**src/vcc_pkg.sv**
```systemverilog
// shared constants and types of the voice companding codec
// assumes one 100 MHz clock and a synchronous active-high reset
package vcc_pkg;

   // ---------------------------------------------------------------
   // widths and field layout
   // ---------------------------------------------------------------
   localparam int SMP_W = 13;             // linear sample width
   localparam int CODE_W = 8;             // companded code width
   localparam int SIGN_POS = 7;           // sign bit of a code
   localparam int SEG_HI = 6;             // segment field 6:4
   localparam int SEG_LO = 4;
   localparam int STEP_HI = 3;            // step field 3:0
   localparam int SEG_COUNT = 8;          // segment 0 plus seven above

   // ---------------------------------------------------------------
   // law coding constants
   // ---------------------------------------------------------------
   localparam logic [7:0] A_XOR = 8'h55;       // even-bit inversion on the line
   localparam logic [13:0] MU_BIAS = 14'h0021; // bias of 33 on the 14-bit scale
   localparam logic [13:0] MU_CLIP = 14'h1fde; // largest magnitude 8158
   localparam logic [12:0] A_SEG_OFS = 13'h0020;
   localparam logic [13:0] MU_SEG_OFS = 14'h0020;

   // ---------------------------------------------------------------
   // reset and timing
   // ---------------------------------------------------------------
   localparam logic [1:0] WAKE_FRAMES = 2'h2;  // frames muted after power-up
   localparam logic [7:0] CODE_RST = 8'h00;
   localparam logic [12:0] LIN_RST = 13'h0000;

   // ---------------------------------------------------------------
   // state of the codec
   // ---------------------------------------------------------------
   typedef struct packed {
      logic fs_meta;
      logic fs_sync;
      logic fs_prev;
      logic law_meta;
      logic law_mu;
      logic pd_meta;
      logic pd_up;
      logic [1:0] wake;
      logic [7:0] tx_code;
      logic tx_valid;
      logic [12:0] rx_linear;
      logic rx_valid;
   } vcc_state_t;

endpackage

```
**src/vcc_codec.sv**
```systemverilog
// voice companding codec: 13-bit linear to 8-bit code and back, once per frame
// assumes linear samples and received codes arrive on clk; pins are asynchronous
`timescale 1ns/1ps

module vcc_codec (
   // clock and reset
   input wire logic clk,
   input wire logic rst,
   // asynchronous pins: static law select and power-down, pulsed frame sync
   input wire logic law_select_pin,
   input wire logic power_down_input,
   input wire logic transmit_frame_sync,
   // sampling converter side
   input wire logic [vcc_pkg::SMP_W-1:0] tx_linear,
   output logic [vcc_pkg::SMP_W-1:0] rx_linear,
   output logic rx_valid,
   // serial pcm port side
   input wire logic [vcc_pkg::CODE_W-1:0] rx_code,
   output logic [vcc_pkg::CODE_W-1:0] tx_code,
   output logic tx_valid
);
   import vcc_pkg::*;

   // ---------------------------------------------------------------
   // companding functions
   // ---------------------------------------------------------------
   // a-law: ones' complement for negatives keeps the code symmetric
   function automatic logic [7:0] enc_alaw(input logic [12:0] x);
      logic [11:0] mag;
      logic [2:0] seg;
      logic [3:0] step;
      mag = x[12] ? ~x[11:0] : x[11:0];
      seg = 3'h0;
      for (int i = 1; i < SEG_COUNT; i++) begin
         if (mag[i+4]) seg = 3'(i);
      end
      step = 4'(mag >> ((seg == 3'h0) ? 3'h1 : seg));
      return {~x[12], seg, step} ^ A_XOR;
   endfunction

   // mu-law: the sample is doubled onto the 14-bit scale and clipped first,
   // so adding the bias can never carry past the top segment
   function automatic logic [7:0] enc_mulaw(input logic [12:0] x);
      logic [13:0] v;
      logic [13:0] b;
      logic [2:0] seg;
      logic [3:0] step;
      v = {x, 1'b0};
      v = x[12] ? 14'(-v) : v;
      if (v > MU_CLIP) v = MU_CLIP;
      b = 14'(v + MU_BIAS);
      seg = 3'h0;
      for (int i = 1; i < SEG_COUNT; i++) begin
         if (b[i+5]) seg = 3'(i);
      end
      step = 4'(b >> (4'(seg) + 4'h1));
      return ~{x[12], seg, step};
   endfunction

   // decoders return the middle of the step interval
   function automatic logic [12:0] dec_alaw(input logic [7:0] c);
      logic [7:0] t;
      logic [12:0] m;
      t = c ^ A_XOR;
      m = {8'h00, t[STEP_HI:0], 1'b1};
      if (t[SEG_HI:SEG_LO] != 3'h0) begin
         m = 13'((m + A_SEG_OFS) << (t[SEG_HI:SEG_LO] - 3'h1));
      end
      return t[SIGN_POS] ? m : 13'(-m);
   endfunction

   function automatic logic [12:0] dec_mulaw(input logic [7:0] c);
      logic [7:0] t;
      logic [13:0] m;
      t = ~c;
      m = {9'h000, t[STEP_HI:0], 1'b1};
      m = 14'((m + MU_SEG_OFS) << t[SEG_HI:SEG_LO]);
      m = 14'(m - MU_BIAS);
      m = t[SIGN_POS] ? 14'(-m) : m;
      return m[13:1];                                     // back to the 13-bit scale
   endfunction

   // ---------------------------------------------------------------
   // state
   // ---------------------------------------------------------------
   vcc_state_t s_q;
   vcc_state_t s_d;
   logic fs_rise;
   logic run;

   // the edge flop clears to the idle low level of the pin, so reset makes no false edge
   assign fs_rise = s_q.fs_sync & ~s_q.fs_prev;
   // a frame edge is only used once the power-up mute has run out
   assign run = s_q.pd_up & (s_q.wake == WAKE_FRAMES);

   // next state: pins pass two flops, conversion on the frame edge
   always_comb begin
      s_d = s_q;
      s_d.fs_meta = transmit_frame_sync;
      s_d.fs_sync = s_q.fs_meta;
      s_d.fs_prev = s_q.fs_sync;
      s_d.law_meta = law_select_pin;
      s_d.law_mu = s_q.law_meta;
      s_d.pd_meta = power_down_input;
      s_d.pd_up = s_q.pd_meta;
      s_d.tx_valid = 1'b0;
      s_d.rx_valid = 1'b0;
      if (!s_q.pd_up) begin
         s_d.wake = 2'h0;
      end else if (fs_rise && !run) begin
         s_d.wake = 2'(s_q.wake + 2'h1);
      end
      if (fs_rise && run) begin
         s_d.tx_valid = 1'b1;
         s_d.rx_valid = 1'b1;
         // law is static, so one synchronised copy serves both paths
         s_d.tx_code = s_q.law_mu ? enc_mulaw(tx_linear) : enc_alaw(tx_linear);
         s_d.rx_linear = s_q.law_mu ? dec_mulaw(rx_code) : dec_alaw(rx_code);
      end
   end

   // register the whole state
   always_ff @(posedge clk) begin
      if (rst) begin
         s_q <= '0;
         s_q.tx_code <= CODE_RST;
         s_q.rx_linear <= LIN_RST;
      end else begin
         s_q <= s_d;
      end
   end

   assign tx_code = s_q.tx_code;
   assign tx_valid = s_q.tx_valid;
   assign rx_linear = s_q.rx_linear;
   assign rx_valid = s_q.rx_valid;
endmodule

```
**config.mk**
```make
export PLATFORM = sky130hd
export DESIGN_NAME = vcc_codec
export DESIGN_NICKNAME = d
export VERILOG_FILES = /design/src/vcc_pkg.sv /design/src/vcc_codec.sv
export SDC_FILE = /design/constraint.sdc
export NUM_CORES = 1
export LEC_CHECK = 0
export BUFFER_PORTS_ARGS = -buffer_cell sky130_fd_sc_hd__buf_2
export CAP_MARGIN = 20
export CORE_MARGIN = 2
export CORE_UTILIZATION = 26
export CTS_CLUSTER_SIZE = 40
export DETAILED_ROUTE_END_ITERATION = 10
export MAX_ROUTING_LAYER = met4
export PLACE_DENSITY = 0.38
export REMOVE_ABC_BUFFERS = 1
export SETUP_SLACK_MARGIN = 0.4
export SYNTH_ARGS = -nofsm -noshare
export SYNTH_HDL_FRONTEND = slang
export SYNTH_SLANG_ARGS = --single-unit
```
**constraint.sdc**
```tcl
create_clock -name clk -period 6.2 [get_ports clk]
set_input_delay 1.24 -clock clk [delete_from_list [all_inputs] [get_ports clk]]
set_output_delay 1.24 -clock clk [all_outputs]
set_load 0.1 [all_outputs]
```
---- Word level (Yosys, flattened, before mapping) ----
Cells that the tools add are included.
word-level totals
  flip-flop bits (word level) ............. 32
operators by class
  reduce and logical (&&, ||, !) cells .... 6
  bitwise gates (word level) .............. 10
  add/sub/neg operators ................... 10
  magnitude comparators ................... 1
  shift operators ......................... 4
  muxes and demuxes ....................... 28
  equality and inequality tests ........... 1
operators with widths
  operator                 count
  $mux W14                 4
  $mux W13                 4
  $mux W3                  15
  $neg A14 Y14             2
  $not A8 Y8               2
  $mux W15                 1
  $add A14 B6 Y14 const B  1
  $add A5 B6 Y7 const B    2
  $gt A14 B13 Y1 const B   1
  $shl A7 B3 Y14           1
  $shr A14 B4 Y4           1
  $sub A14 B6 Y14 const B  1
  $neg A13 Y13             1
  $shl A7 B3 Y13           1
  $mux W12                 1
  $not A12 Y12             1
  $shr A12 B3 Y4           1
  $mux W8                  1
  $not A4 Y4               2
  $add A3 B1 Y4 const B    1
  $logic_not A3 Y1         1
  $not A1 Y1               3
  $reduce_bool A3 Y1       1
  $sub A3 B1 Y3 const B    1
  other kinds (7)          10

---- Depth between registers and ports, before layout ----
Gate-level depths: netlist of the first run.
  word-level depth ........................ 18
  gate-level depth with buffers ........... 20
  mapped depth without buffers ............ 18

---- Worst setup path before layout of the first run ----
No wires, ideal clock.
  path kind ............................... input -> register
  start ................................... input port tx_linear[3] in the netlist's numbering
  end ..................................... register, netlist name tx_code[1]
  stages .................................. 19
  setup time .............................. 0.131 ns
  data arrival time ....................... 5.060 ns
  slack ................................... 1.009 ns
  required time ........................... 6.069 ns
  cell sequence ........................... buf_2 > or4_4 > buf_6 > o31a_1 > o22ai_2 > nor4_4 > a21oi_1 > o21ai_0 > inv_1 > ha_1 > inv_1 > xnor2_1 > nor2b_1 > o21ai_1 > a22o_1 > buf_6 > mux2_1 > a211oi_1 > o41ai_1
on the way
  cells in the longest elaborated chain, start to end .. 18
  elaborated cells between the ends (all ways) .. 21
  those cells by class .................... add/sub (3); order compare (1); shift (2); mux (13); bitwise (2)
RTL lines
  what                   line              RTL
  from (decl)            vcc_codec.sv:14   input wire logic [vcc_pkg::SMP_W-1:0] tx_linear,
  $neg A14 Y14           vcc_codec.sv:49   v = x[12] ? 14'(-v) : v;
  $mux W14               vcc_codec.sv:49
  $gt A14 B13 Y1         vcc_codec.sv:50   if (v > MU_CLIP) v = MU_CLIP;
  $mux W14               vcc_codec.sv:50
  $mux W14               vcc_codec.sv:113  if (fs_rise && run) begin
  $add A14 B6 Y14        vcc_codec.sv:51   b = 14'(v + MU_BIAS);
  $mux W1                vcc_codec.sv:54   if (b[i+5]) seg = 3'(i);
  $mux W3 (6 in series)  vcc_codec.sv:54
  $mux W3                vcc_codec.sv:113
  $add A3 B1 Y4          vcc_codec.sv:56   step = 4'(b >> (4'(seg) + 4'h1));
  $shr A14 B4 Y4         vcc_codec.sv:56
  $not A8 Y8             vcc_codec.sv:57   return ~{x[12], seg, step};
  $mux W8 (*)            vcc_codec.sv:117  s_d.tx_code = s_q.law_mu ? enc_mulaw(tx_linear) : enc_alaw(tx_linear);
Every way passes the cells marked *; elsewhere a longest branch is shown, timed or not. The select of a mux whose other input is x is not followed.
A chain may end at the register's enable or synchronous reset.

---- Worst setup path in the final report of the first run ----
  start ................................... input port tx_linear[5] in the netlist's numbering
  end ..................................... register, netlist name tx_code[2]
on the way
  cells in the longest elaborated chain, start to end .. 18
  elaborated cells between the ends (all ways) .. 32
  those cells by class .................... add/sub (3); order compare (1); shift (2); mux (22); bitwise (3); reduce/logical (1)
RTL lines
  what                   line
  $neg A14 Y14           vcc_codec.sv:49
  $mux W14               vcc_codec.sv:49
  $gt A14 B13 Y1         vcc_codec.sv:50
  $mux W14               vcc_codec.sv:50
  $mux W14               vcc_codec.sv:113
  $add A14 B6 Y14        vcc_codec.sv:51
  $mux W1                vcc_codec.sv:54
  $mux W3 (6 in series)  vcc_codec.sv:54
  $mux W3                vcc_codec.sv:113
  $add A3 B1 Y4          vcc_codec.sv:56
  $shr A14 B4 Y4         vcc_codec.sv:56
  $not A8 Y8             vcc_codec.sv:57
  $mux W8 (*)            vcc_codec.sv:117
Marks and branches as above.

==> qor_table.md, run 1 <==
| Step | Parameter | This run |
| --- | --- | --- |
| setup path | Worst r2r src | s_q[23]$_SDFFE_PP0P_ |
| clock network | Later-pin clock latency in the skew report | 0.28 ns |
| clock network | Clock-pin slew on the worst setup and hold paths | 0.06 ns |
| synth | Largest area contributor in the synthesized netlist | sky130_fd_sc_hd__dfxtp_1 |
| setup path | Worst setup slack for register-to-register paths | 3.83 ns |
| synth | Most numerous cell in the Yosys netlist | sky130_fd_sc_hd__nor2_1 |
| setup path | Logic depth of the worst register-to-register path | 6 |
| sta | Worst Tran Pin Value | 0.938 ns |
| pwr | Max IR drop VDD | 0.0000860 V |
| grt | Pin count of the biggest net entering global routing | 44 |
| synth | Mux share of post-synthesis cell area | 0.0838 |
| synth | Complex-gate fraction of the synthesized area | 0.304 |
| synth | Top cell type's share of synthesized area | 0.144 |
| sta | Hold Worst Slack | 0.432 ns |
| synth | Post-synthesis xor/xnor area fraction | 0.0795 |
| grt | Number of antenna violations at the first check in global routing | 0 |
| grt | All-layer global routing usage | 0.164 |
| route | Average wire length per cell after detail routing | 17.1 µm |
| pwr | Static leakage | 1.85 nW |
| floorplanning | Placeable core region | 16300 µm² |
| clock network | Post-cts sizing count | 0 |
| clock network | Buffer levels on the longest clock path | 2 |
| placed design | Gpl congestion | 0.852 |
| setup path | Setup Crit Path Kind | in2reg |
| layout | Number of diodes | 0 |
| clock network | Clock root buffer master | sky130_fd_sc_hd__clkbuf_16 |
| hold path | Destination of the worst hold path | s_d[29]$_SDFF_PP0_ |
| clock network | Number of hold buffers added after CTS | 0 |
| clock network | Number of clock buffers inserted by TritonCTS | 5 |
| synth | Combined area of all synthesized cells | 4300 µm² |
| sta | Maximum achievable frequency | 185 MHz |
| layout | Nets@finish | 632 |
| route | DRT Wirelength | 14000 µm |
| synth | Area share of and/or/nand/nor cells after synthesis | 0.251 |
| synth | Most common library cells after synthesis | sky130_fd_sc_hd__nor2_1, sky130_fd_sc_hd__nand2_1, sky130_fd_sc_hd__a21oi_1 |
| synth | Syn Inst Count | 598 |
| floorplanning | Die Area | 17600 µm² |
| synth | Combinational family with the most area after synthesis | compound AO/OA/AOI/OAI gates |
| layout | Layout overhead on the synthesized area | 9.43% |
| sta | Post-route clock skew | 0.00534 ns |
| route | Antenna violation net count after detailed routing | 0 |
| route | Detail-routed via count per cell | 5.36 |
| pwr | Total power divided by cell area | 174 nW/µm² |
| floorplanning | Effective utilization at floorplan | 0.263 |
| synth | Portion of the post-synthesis area used by sequential elements | 0.144 |
| synth | Most area-consuming cells after synthesis | sky130_fd_sc_hd__dfxtp_1, sky130_fd_sc_hd__xnor2_1, sky130_fd_sc_hd__mux2i_1 |
| grt | Global-route wire length before repair | 22900 µm |
| route | # DRC | 0 |
| pwr | Post-layout total power | 0.000819 W |
| hold path | Hold/Removal Path Class | reg2reg |
| setup path | Critical Path RT | 6.34 ns |
| grt | Number of global-route vias before repair | 4207 |
| sta | Hold violation count in the final report | 0 |
| placed design | Half-perimeter wire length after placement | 10600 µm |
| layout | Fraction of layout instances using a drive strength above 1 | 0.163 |
| sta | Final setup slack of the worst path | 0.797 ns |
| hold path | HP Start | s_d[30]$_SDFF_PP0_ |
| placed design | Placement Setup Slack | 0.204 ns |
| floorplanning | Die boundary width | 133 µm |
| clock network | Post-CTS Setup Repair Bufs | 0 |
| sta | Time the worst path needs with I/O delays and setup | 5.40 ns |
| layout | Fill cells | 1845 |
| clock network | H-tree levels | 2 |
| synth | Number of flops mapped to enable cells by yosys | 0 |
| status | Result of the run | complete, no violations |
| route | Number of detailed-route iterations in the first pass | 5 |
| sta | Headroom to the max-slew limit | 0.369 |
| flow run | Number of violations of the max-capacitance limit | 0 |
| route | Number of design-rule violations left by the first detailed-router iteration | 231 |
| floorplanning | Number of placement rows | 47 |
| setup path | Data arrival time of the critical path | 5.54 ns |
| clock network | Clock Sinks | 31 |
| sta | Setup-violating endpoint count in the final report | 0 |
| synth | Synthesized-area fraction occupied by adder cells | 0.0349 |
| synth | Yosys warns | 0 |
| sta | RSZ-0062 raised after global routing | no |
| placed design | # port buffers | 48 |
| setup path | Endpoint class of the critical path | flop |
| sta | Max-slew violation count | 0 |
| synth | Share of synthesized registers carrying an async set or reset | 0 |
| setup path | Worst r2r dst | tx_code[2]$_SDFFE_PP0P_ |
| synth | Distinct cell type count after synthesis | 85 |
| synth | Synthesis-stage register bit count | 31 |
| floorplanning | Die height | 133 µm |
| floorplanning | Boundary pin count | 49 |
| setup path | Maximum net fanout on the critical path | 10 |
| synth | Dominant register cell in the synthesized netlist | sky130_fd_sc_hd__dfxtp_1 |
| setup path | Worst setup SP type | input pin |
| route | Number of vias in the routed layout | 4367 |
| hold path | Worst Hold Depth | 1 |
| placed design | Placed standard-cell area | 4510 µm² |
| layout | Cell area after layout | 4700 µm² |
| clock network | TritonCTS clock tree | yes |
| sta | Share of the cycle needed by the critical path after routing | 0.871 |
| grt | Congestion Overflow GR | 0 |
| sta | Post-Route Setup TNS | 0 ns |
| synth | Average footprint of a synthesized cell | 7.19 µm² |
-- worst max-delay path, cell delays in order --
cell                        delay, ns
sky130_fd_sc_hd__buf_2           0.17
sky130_fd_sc_hd__or4_4           0.63
sky130_fd_sc_hd__o32ai_2         0.37
sky130_fd_sc_hd__o22ai_2         0.18
sky130_fd_sc_hd__nor4_4          0.33
sky130_fd_sc_hd__a21oi_2         0.16
sky130_fd_sc_hd__o21ai_0         0.14
sky130_fd_sc_hd__inv_1           0.08
sky130_fd_sc_hd__ha_1            0.26
sky130_fd_sc_hd__inv_1           0.16
sky130_fd_sc_hd__a211oi_4        0.06
sky130_fd_sc_hd__o31ai_1         0.36
sky130_fd_sc_hd__o22ai_4         0.19
sky130_fd_sc_hd__nor3b_2         0.40
sky130_fd_sc_hd__inv_1           0.20
sky130_fd_sc_hd__a2111oi_0       0.49
sky130_fd_sc_hd__a2111oi_1       0.11
-- cells in the final DEF, fill, tap and decap left out, types with 9 or more instances in the layout --
cell type,synthesis,routed
sky130_fd_sc_hd__nor2_1,63,63
sky130_fd_sc_hd__nand3_1,14,14
sky130_fd_sc_hd__nand2_1,46,46
sky130_fd_sc_hd__dfxtp_1,31,31
sky130_fd_sc_hd__buf_2,5,48
sky130_fd_sc_hd__xnor2_1,33,32
sky130_fd_sc_hd__o211ai_1,10,10
sky130_fd_sc_hd__inv_1,19,19
sky130_fd_sc_hd__mux2i_1,27,27
sky130_fd_sc_hd__a211oi_1,11,11
sky130_fd_sc_hd__o21ai_0,29,29
sky130_fd_sc_hd__nor3_1,13,13
sky130_fd_sc_hd__nor2b_1,19,19
sky130_fd_sc_hd__nand2b_1,9,9
sky130_fd_sc_hd__a31oi_1,10,10
sky130_fd_sc_hd__a21oi_1,39,38
sky130_fd_sc_hd__ha_1,12,12
-- per-layer routing --
metal | wire (µm) | GRT usage | up-vias
li1 | - | - | 2166
met1 | 6600 | 0.219 | 2079
met2 | 6610 | 0.263 | 106
met3 | 532 | 0.0203 | 16
met4 | 206 | 0.0418 | 0
met5 | 0 | - | -
-- state kept, by name (all words and copies together), names as in the netlist --
signal,cells
rx_linear,13
s_d,4
s_q,5
tx_code,8
tx_valid,1
-- worst max-delay path by stage --
stage	from	to	slack (ns)
2_1_floorplan	tx_linear[5]	tx_code[1]$_SDFFE_PP0P_	1.14
3_3_place_gp	tx_linear[0]	tx_code[1]$_SDFFE_PP0P_	0.39
3_5_place_dp	tx_linear[0]	tx_code[2]$_SDFFE_PP0P_	0.20
4_1_cts	tx_linear[0]	tx_code[2]$_SDFFE_PP0P_	0.44
5_1_grt	tx_linear[5]	tx_code[2]$_SDFFE_PP0P_	0.41
6_report	tx_linear[5]	tx_code[2]$_SDFFE_PP0P_	0.80
-- stage by stage --
stage | util | instances
after floorplan | - | 531
after global placement | 0.276 | 807
after detailed placement | 0.276 | 807
after CTS | 0.287 | 815
after global routing | 0.288 | 815
final | 0.288 | 815
-- logic make-up (layout without fill, tap and decap cells) --
logic type,count (synthesis),count (layout)
mux,35,35
xor+xnor,39,39
buf+inv,88,85
flops,31,31
fa+ha+maj,12,12
compound gates,183,183
simple gates,210,210
-- report_power, final --
| part | total, W | internal (W) | leakage, nW | switching, W |
|---|---|---|---|---|
| clock network | 0.000289 | 0.000200 | 0.0868 | 0.0000893 |
| registers | 0.000202 | 0.000201 | 0.251 | 0.000000582 |
| logic | 0.000328 | 0.000125 | 1.51 | 0.000203 |
| total | 0.000819 | 0.000526 | 1.85 | 0.000293 |
-- area by class of cell --
type | count | area (µm²) | area share
sequential | 31 | 621 | 0.132
tap | 220 | 275 | 0.0585
timing repair buffer | 56 | 300 | 0.0638
clock inverter | 2 | 35.0 | 0.00745
inverter | 21 | 78.8 | 0.0168
clock buffer | 6 | 139 | 0.0295
multi-input combinational | 479 | 3260 | 0.692
No activity file was read; power rests on OpenSTA's default activity.
==> inputs of run 2 (changes only) <==
Settings changed: ABC_AREA set to 1.
==> run 2 against run 1 <==
Critical path depth grew 13. Highest routed layer unchanged. Clock power is 2% higher. Total power down 2.5%. Routed wire length shrank 14%. Die area shrank 7.7%. Combinational power decreased by 8.2%.
==> qor_table.md, run 2 <==
| Step | Parameter | This run |
| --- | --- | --- |
| clock network | Later-pin clock latency in the skew report | 0.27 ns |
| layout | Layout overhead on the synthesized area | 10.4% |
| layout | Nets@finish | 740 |
| sta | Post-route clock skew | 0.00413 ns |
| hold path | Destination of the worst hold path | s_q[27]$_SDFF_PP0_ |
| setup path | Worst setup SP type | input pin |
| synth | Largest area contributor in the synthesized netlist | sky130_fd_sc_hd__dfxtp_1 |
| layout | Largest registers ranked by flip-flop count | rx_linear x13, tx_code x8, s_q x5 |
| setup path | Buffering stage count on the worst path with inverters included | 6 |
| clock network | Post-CTS Setup Repair Bufs | 0 |
| grt | Number of global-route vias before repair | 4074 |
| synth | Portion of the post-synthesis area used by sequential elements | 0.157 |
| synth | Distinct cell type count after synthesis | 46 |
| setup path | Worst r2r dst | tx_code[2]$_SDFFE_PP0P_ |
| clock network | Clock Sinks | 31 |
| route | Number of design-rule violations left by the first detailed-router iteration | 212 |
| synth | Share of synthesized registers carrying an async set or reset | 0 |
| setup path | CP max stage delay | 0.47 ns |
| synth | Yosys warns | 0 |
| placed design | Gpl congestion | 0.835 |
| grt | Number of antenna violations at the first check in global routing | 0 |
| grt | Congestion Overflow GR | 0 |
| route | Number of detailed-route iterations in the first pass | 5 |
| floorplanning | Effective utilization at floorplan | 0.263 |
| synth | Dominant register cell in the synthesized netlist | sky130_fd_sc_hd__dfxtp_1 |
| synth | Syn Inst Count | 685 |
| synth | Synthesis-stage register bit count | 31 |
| setup path | Cell with the most instances on the worst path | sky130_fd_sc_hd__nand2_1 |
| setup path | Critical Path RT | 6.37 ns |
| hold path | Hold/Removal Path Class | reg2reg |
| floorplanning | Placeable core region | 15000 µm² |
| clock network | Number of hold buffers added after CTS | 0 |
| sta | Hold violation count in the final report | 0 |
| grt | Global-route wire length before repair | 19700 µm |
| hold path | HP Start | s_d[27]$_SDFF_PP0_ |
| clock network | TritonCTS clock tree | yes |
| clock network | Post-cts sizing count | 0 |
| route | Detail-routed via count per cell | 4.72 |
| floorplanning | Die Area | 16200 µm² |
| hold path | Worst Hold Depth | 2 |
| synth | Top cell type's share of synthesized area | 0.157 |
| clock network | Clock root buffer master | sky130_fd_sc_hd__clkbuf_16 |
| layout | Flip-flop count of the largest register after layout | 13 |
| layout | Largest register by flop count | rx_linear |
| setup path | Slowest cell on the critical path | sky130_fd_sc_hd__buf_2 |
| sta | Headroom to the max-slew limit | 0.379 |
| layout | Final Non-Filler Cells | 891 |
| pwr | Total power divided by cell area | 183 nW/µm² |
| floorplanning | Number of placement rows | 45 |
| pwr | Max IR drop VDD | 0.0000971 V |
| synth | Number of flops mapped to enable cells by yosys | 0 |
| setup path | Maximum net fanout on the critical path | 28 |
| route | Average wire length per cell after detail routing | 13.4 µm |
| flow run | Number of violations of the max-capacitance limit | 0 |
| floorplanning | Die boundary width | 127 µm |
| clock network | Buffer levels on the longest clock path | 2 |
| layout | Fill cells | 1711 |
| setup path | Largest delay contributor family on the critical path | simple AND/OR/NAND/NOR gates |
| layout | Highest-count cells in the layout ignoring fill and taps | sky130_fd_sc_hd__nand2_1, sky130_fd_sc_hd__inv_1, sky130_fd_sc_hd__nor2_1, sky130_fd_sc_hd__o21ai_0, sky130_fd_sc_hd__nand3_1 |
| clock network | Clock-pin slew on the worst setup and hold paths | 0.06 ns |
| route | Antenna violation net count after detailed routing | 0 |
| layout | Most common cell after layout, fill and taps aside | sky130_fd_sc_hd__nand2_1 |
| setup path | Setup Crit Path Kind | in2reg |
| clock network | Number of clock buffers inserted by TritonCTS | 5 |
| grt | Pin count of the biggest net entering global routing | 30 |
| sta | Post-Route Setup TNS | 0 ns |
| sta | Maximum achievable frequency | 232 MHz |
| synth | Most area-consuming cells after synthesis | sky130_fd_sc_hd__dfxtp_1, sky130_fd_sc_hd__nand2_1, sky130_fd_sc_hd__inv_1 |
| synth | Most common library cells after synthesis | sky130_fd_sc_hd__nand2_1, sky130_fd_sc_hd__inv_1, sky130_fd_sc_hd__nor2_1 |
| sta | Worst Tran Pin Value | 0.931 ns |
| sta | RSZ-0062 raised after global routing | no |
| synth | Most numerous cell in the Yosys netlist | sky130_fd_sc_hd__nand2_1 |
| route | Number of vias in the routed layout | 4208 |
| grt | All-layer global routing usage | 0.152 |
| layout | Cell area after layout | 4370 µm² |
| synth | Average footprint of a synthesized cell | 5.78 µm² |
| sta | Share of the cycle needed by the critical path after routing | 0.696 |
| sta | Time the worst path needs with I/O delays and setup | 4.31 ns |
| pwr | Static leakage | 2.15 nW |
| placed design | Half-perimeter wire length after placement | 9500 µm |
| setup path | Worst setup slack for register-to-register paths | 3.94 ns |
| clock network | H-tree levels | 2 |
| route | DRT Wirelength | 12000 µm |
| setup path | Worst r2r src | s_q[27]$_SDFF_PP0_ |
| sta | Max-slew violation count | 0 |
| placed design | Placed standard-cell area | 4190 µm² |
| setup path | Endpoint class of the critical path | flop |
| status | Result of the run | complete, no violations |
| setup path | Data arrival time of the critical path | 4.48 ns |
| setup path | Logic depth of the worst register-to-register path | 7 |
| layout | Number of diodes | 0 |
| floorplanning | Boundary pin count | 49 |
| route | # DRC | 0 |
| sta | Setup-violating endpoint count in the final report | 0 |
| placed design | Cell count after placement | 883 |
| synth | Combined area of all synthesized cells | 3960 µm² |
| placed design | # port buffers | 48 |
| floorplanning | Die height | 127 µm |
| layout | Fraction of layout instances using a drive strength above 1 | 0.151 |
## run 2: logic make-up (layout without fill, tap and decap cells)
family,count (synthesis),in the layout,share of synthesized area
AO/OA/AOI/OAI,155,155,0.229
XOR/XNOR,16,16,0.0373
adder cells (fa/ha/maj),12,12,0.0379
buffers and inverters,133,151,0.153
flip-flops,31,31,0.157
AND/OR/NAND/NOR,338,338,0.385
## run 2: cell type report
class / count / area, µm² / area share
Timing Repair Buffer: 49 / 248 / 0.0567
Clock buffer: 6 / 139 / 0.0318
Multi-Input combinational cell: 521 / 2730 / 0.626
Tap cell: 188 / 235 / 0.0539
Sequential cell: 31 / 621 / 0.142
Clock inverter: 2 / 35.0 / 0.00802
Inverter: 94 / 355 / 0.0814
## run 2: per-layer routing
layer,routed length (µm),track usage
met1,5840,0.194
met2,5590,0.262
met4,177,0.0323
met5,0,-
met3,356,0.0163
## run 2: how the worst max path moves through the flow
stage	endpoint	start	slack, ns	cells past startpoint
after detailed placement	tx_code[2]$_SDFFE_PP0P_	tx_linear[12]	1.63	30
after CTS	tx_code[2]$_SDFFE_PP0P_	tx_linear[12]	1.90	30
after global routing	tx_code[0]$_SDFFE_PP0P_	tx_linear[12]	1.44	27
final	tx_code[2]$_SDFFE_PP0P_	tx_linear[12]	1.89	30
after global placement	tx_code[3]$_SDFFE_PP0P_	tx_linear[12]	1.74	25
after floorplan	tx_code[2]$_SDFFE_PP0P_	tx_linear[0]	2.34	30
## run 2: through the flow
stage | utilization | hold WS, ns | setup slack, ns | power (W)
5_1_grt | 0.290 | 0.418 | 1.44 | 0.000858
4_1_cts | 0.290 | 0.403 | 1.90 | 0.000806
2_1_floorplan | - | 0.388 | 2.34 | 0.000425
3_3_place_gp | 0.279 | 0.389 | 1.74 | 0.000510
3_5_place_dp | 0.279 | 0.395 | 1.63 | 0.000507
6_report | 0.290 | 0.402 | 1.89 | 0.000798
## run 2: worst min-delay path: stages, from the launching register on
cell and delay, ns:
sky130_fd_sc_hd__dfxtp_1 0.29, sky130_fd_sc_hd__inv_1 0.04, sky130_fd_sc_hd__nor2_1 0.03
## run 2: report_power, final
| part | total (W) | internal, W | leakage, nW | switching [W] |
|---|---|---|---|---|
| clock | 0.000294 | 0.000200 | 0.0868 | 0.0000944 |
| combinational | 0.000301 | 0.0000954 | 1.81 | 0.000205 |
| sequential | 0.000203 | 0.000201 | 0.251 | 0.00000191 |
==> inputs of run 3 (changes only) <==
Settings changed: ABC_AREA 1 to 0.
Clock period 6.2 ns to 4.45 ns, I/O delays scaled along.
==> run 3 against run 2 <==
Sequential power grew 38%. Routed wire length increased by 26%. Die area rose by 8.4%. Largest cell class unchanged. Critical endpoint is now tx_code[0]$_SDFFE_PP0P_.
==> qor_table.md, run 3 (synthesized netlist as in run 1, its figures left out) <==
| Step | Parameter | This run |
| --- | --- | --- |
| grt | Global-route wire length before repair | 24600 µm |
| clock network | Clock-pin slew on the worst setup and hold paths | 0.06 ns |
| clock network | Later-pin clock latency in the skew report | 0.28 ns |
| placed design | Gpl congestion | 0.828 |
| grt | Pin count of the biggest net entering global routing | 43 |
| placed design | Placement Setup Slack | -0.383 ns |
| layout | Most common cell after layout, fill and taps aside | sky130_fd_sc_hd__buf_4 |
| pwr | Cell Int Power | 0.000835 W |
| route | # DRC | 0 |
| grt | Number of global-route vias before repair | 4554 |
| layout | Highest-count cells in the layout ignoring fill and taps | sky130_fd_sc_hd__buf_4, sky130_fd_sc_hd__nor2_1, sky130_fd_sc_hd__nand2_1, sky130_fd_sc_hd__buf_2, sky130_fd_sc_hd__a21oi_1 |
| hold path | Destination of the worst hold path | s_q[27]$_SDFF_PP0_ |
| clock network | Clock Sinks | 31 |
| route | Number of vias in the routed layout | 4664 |
| grt | All-layer global routing usage | 0.177 |
| setup path | Logic depth of the worst register-to-register path | 8 |
| hold path | Worst Hold Depth | 1 |
| pwr | Part of the total power dissipated in sequential elements | 0.218 |
| floorplanning | Die boundary width | 133 µm |
| placed design | # port buffers | 48 |
| setup path | Worst setup slack for register-to-register paths | 2.37 ns |
| route | Number of design-rule violations left by the first detailed-router iteration | 173 |
| sta | RSZ-0062 raised after global routing | yes |
| clock network | H-tree levels | 2 |
| pwr | Combinational share of power | 0.465 |
| pwr | Part of the total power dissipated in the clock network | 0.318 |
| setup path | Worst setup SP type | input pin |
| floorplanning | Boundary pin count | 49 |
| grt | Grt peak-use layer | met2 |
| clock network | Number of clock buffers inserted by TritonCTS | 5 |
| flow run | Number of violations of the max-capacitance limit | 0 |
| sta | Max-slew violation count | 0 |
| clock network | Clock root buffer master | sky130_fd_sc_hd__clkbuf_16 |
| layout | Largest register by flop count | rx_linear |
| setup path | Worst r2r src | s_q[23]$_SDFFE_PP0P_ |
| status | Result of the run | complete, no violations |
| route | Antenna violation net count after detailed routing | 0 |
| setup path | Worst r2r dst | tx_code[1]$_SDFFE_PP0P_ |
| grt | Congestion Overflow GR | 0 |
| layout | Largest registers ranked by flip-flop count | rx_linear x13, tx_code x8, s_q x5 |
| floorplanning | Effective utilization at floorplan | 0.263 |
| pwr | Max IR drop VDD | 0.000152 V |
| sta | Maximum achievable frequency | 233 MHz |
| pwr | Total power divided by cell area | 229 nW/µm² |
| layout | Nets@finish | 729 |
| placed design | Cell count after placement | 890 |
| pwr | Post-layout total power | 0.00129 W |
| pwr | Static leakage | 2.36 nW |
| route | DRT Wirelength | 15000 µm |
| setup path | Data arrival time of the critical path | 4.43 ns |
| sta | Share of the cycle needed by the critical path after routing | 0.963 |
| sta | Setup-violating endpoint count in the final report | 0 |
| grt | Met3 usage in global routing | 0.0157 |
| setup path | Setup Crit Path Kind | in2reg |
| hold path | Hold/Removal Path Class | reg2reg |
| sta | Time the worst path needs with I/O delays and setup | 4.29 ns |
| sta | Final setup slack of the worst path | 0.165 ns |
| placed design | Half-perimeter wire length after placement | 11800 µm |
| floorplanning | Die height | 133 µm |
| route | Detail-routed via count per cell | 5.11 |
| pwr | Net switching fraction of the power | 0.354 |
| sta | Headroom to the max-slew limit | 0.523 |
| setup path | Maximum net fanout on the critical path | 5 |
| layout | Fraction of layout instances using a drive strength above 1 | 0.314 |
| grt | Number of antenna violations at the first check in global routing | 0 |
| clock network | Number of hold buffers added after CTS | 0 |
| layout | Layout overhead on the synthesized area | 31.5% |
| sta | Hold violation count in the final report | 0 |
| route | Number of detailed-route iterations in the first pass | 6 |
| floorplanning | Die Area | 17600 µm² |
| layout | Final Non-Filler Cells | 912 |
| clock network | Buffer levels on the longest clock path | 2 |
| floorplanning | Number of placement rows | 47 |
| layout | Number of diodes | 0 |
| hold path | HP Start | s_d[27]$_SDFF_PP0_ |
| route | Average wire length per cell after detail routing | 16.5 µm |
| setup path | Endpoint class of the critical path | flop |
| pwr | Psw | 0.000458 W |
| clock network | TritonCTS clock tree | yes |
| grt | Met1 demand-to-capacity share in global routing | 0.223 |
| sta | Worst Tran Pin Value | 0.707 ns |
| layout | Flip-flop count of the largest register after layout | 13 |
| setup path | Critical Path RT | 4.60 ns |
| grt | Met2 track utilization from global routing | 0.309 |
| floorplanning | Placeable core region | 16300 µm² |
| sta | Post-route clock skew | 0.00468 ns |
run 3: worst max path at each step:
stage	start	end	slack [ns]
final	tx_linear[4]	tx_code[0]$_SDFFE_PP0P_	0.16
after global routing	tx_linear[0]	tx_code[2]$_SDFFE_PP0P_	-0.03
after CTS	tx_linear[4]	tx_code[0]$_SDFFE_PP0P_	0.09
after detailed placement	tx_linear[3]	tx_code[1]$_SDFFE_PP0P_	-0.38
after global placement	tx_linear[3]	tx_code[0]$_SDFFE_PP0P_	-0.39
after floorplan	tx_linear[5]	tx_code[1]$_SDFFE_PP0P_	-0.26
run 3: worst max-delay path: stages:
cell and delay [ns]:
sky130_fd_sc_hd__buf_8 0.10, sky130_fd_sc_hd__or4_4 0.59, sky130_fd_sc_hd__o31a_1 0.29, sky130_fd_sc_hd__o22ai_2 0.22, sky130_fd_sc_hd__nor4_4 0.06, sky130_fd_sc_hd__a21oi_2 0.19, sky130_fd_sc_hd__o21ai_1 0.11, sky130_fd_sc_hd__inv_1 0.07
sky130_fd_sc_hd__ha_2 0.18, sky130_fd_sc_hd__inv_2 0.05, sky130_fd_sc_hd__a211oi_4 0.26, sky130_fd_sc_hd__o221a_4 0.25, sky130_fd_sc_hd__o22ai_4 0.08, sky130_fd_sc_hd__a22o_4 0.31, sky130_fd_sc_hd__mux2i_4 0.21, sky130_fd_sc_hd__a2111oi_4 0.35
sky130_fd_sc_hd__buf_4 0.16, sky130_fd_sc_hd__o22ai_2 0.06
run 3: routing by layer:
metal / wire, µm / vias up
li1: - / 2354
met1: 6720 / 2222
met2: 7650 / 75
met3: 471 / 13
met4: 189 / 0
met5: 0 / -
run 3: layout make-up:
cell class / instances / area [µm²]
clock buffers: 6 / 139
well taps: 220 / 275
repair buffers: 153 / 1060
clock inverters: 2 / 35.0
inverters: 21 / 78.8
flip-flops and latches: 31 / 621
multi-input cells: 479 / 3440
fillers: 1807 / 10700
run 3: power groups by stage:
stage          registers, W  clock network [W]  logic [W]
6_report           0.000281           0.000411   0.000601
5_1_grt            0.000282           0.000438   0.000658
4_1_cts            0.000281           0.000425   0.000574
3_5_place_dp       0.000287                  0   0.000534
3_3_place_gp       0.000287                  0   0.000538
2_1_floorplan      0.000290                  0   0.000311
run 3: through the flow:
stage	instance area (µm²)	hold WS (ns)	TNS, ns	util
6_report	5650	0.433	0	0.346
5_1_grt	5650	0.458	-0.0670	0.346
4_1_cts	5540	0.440	0	0.339
3_5_place_dp	5130	0.426	-2.02	0.314
3_3_place_gp	5130	0.425	-1.75	0.314
2_1_floorplan	3940	0.414	-0.941	-
run 3: what timing repair did:
item | 4_1_cts | 5_1_grt
pin swaps | 20 | 10
setup buffers | 13 | 1
cloned | 0 | 0
setup endpoints to repair | 7 | 8
gates resized for setup | 32 | 20
hold endpoints to repair | 0 | 0
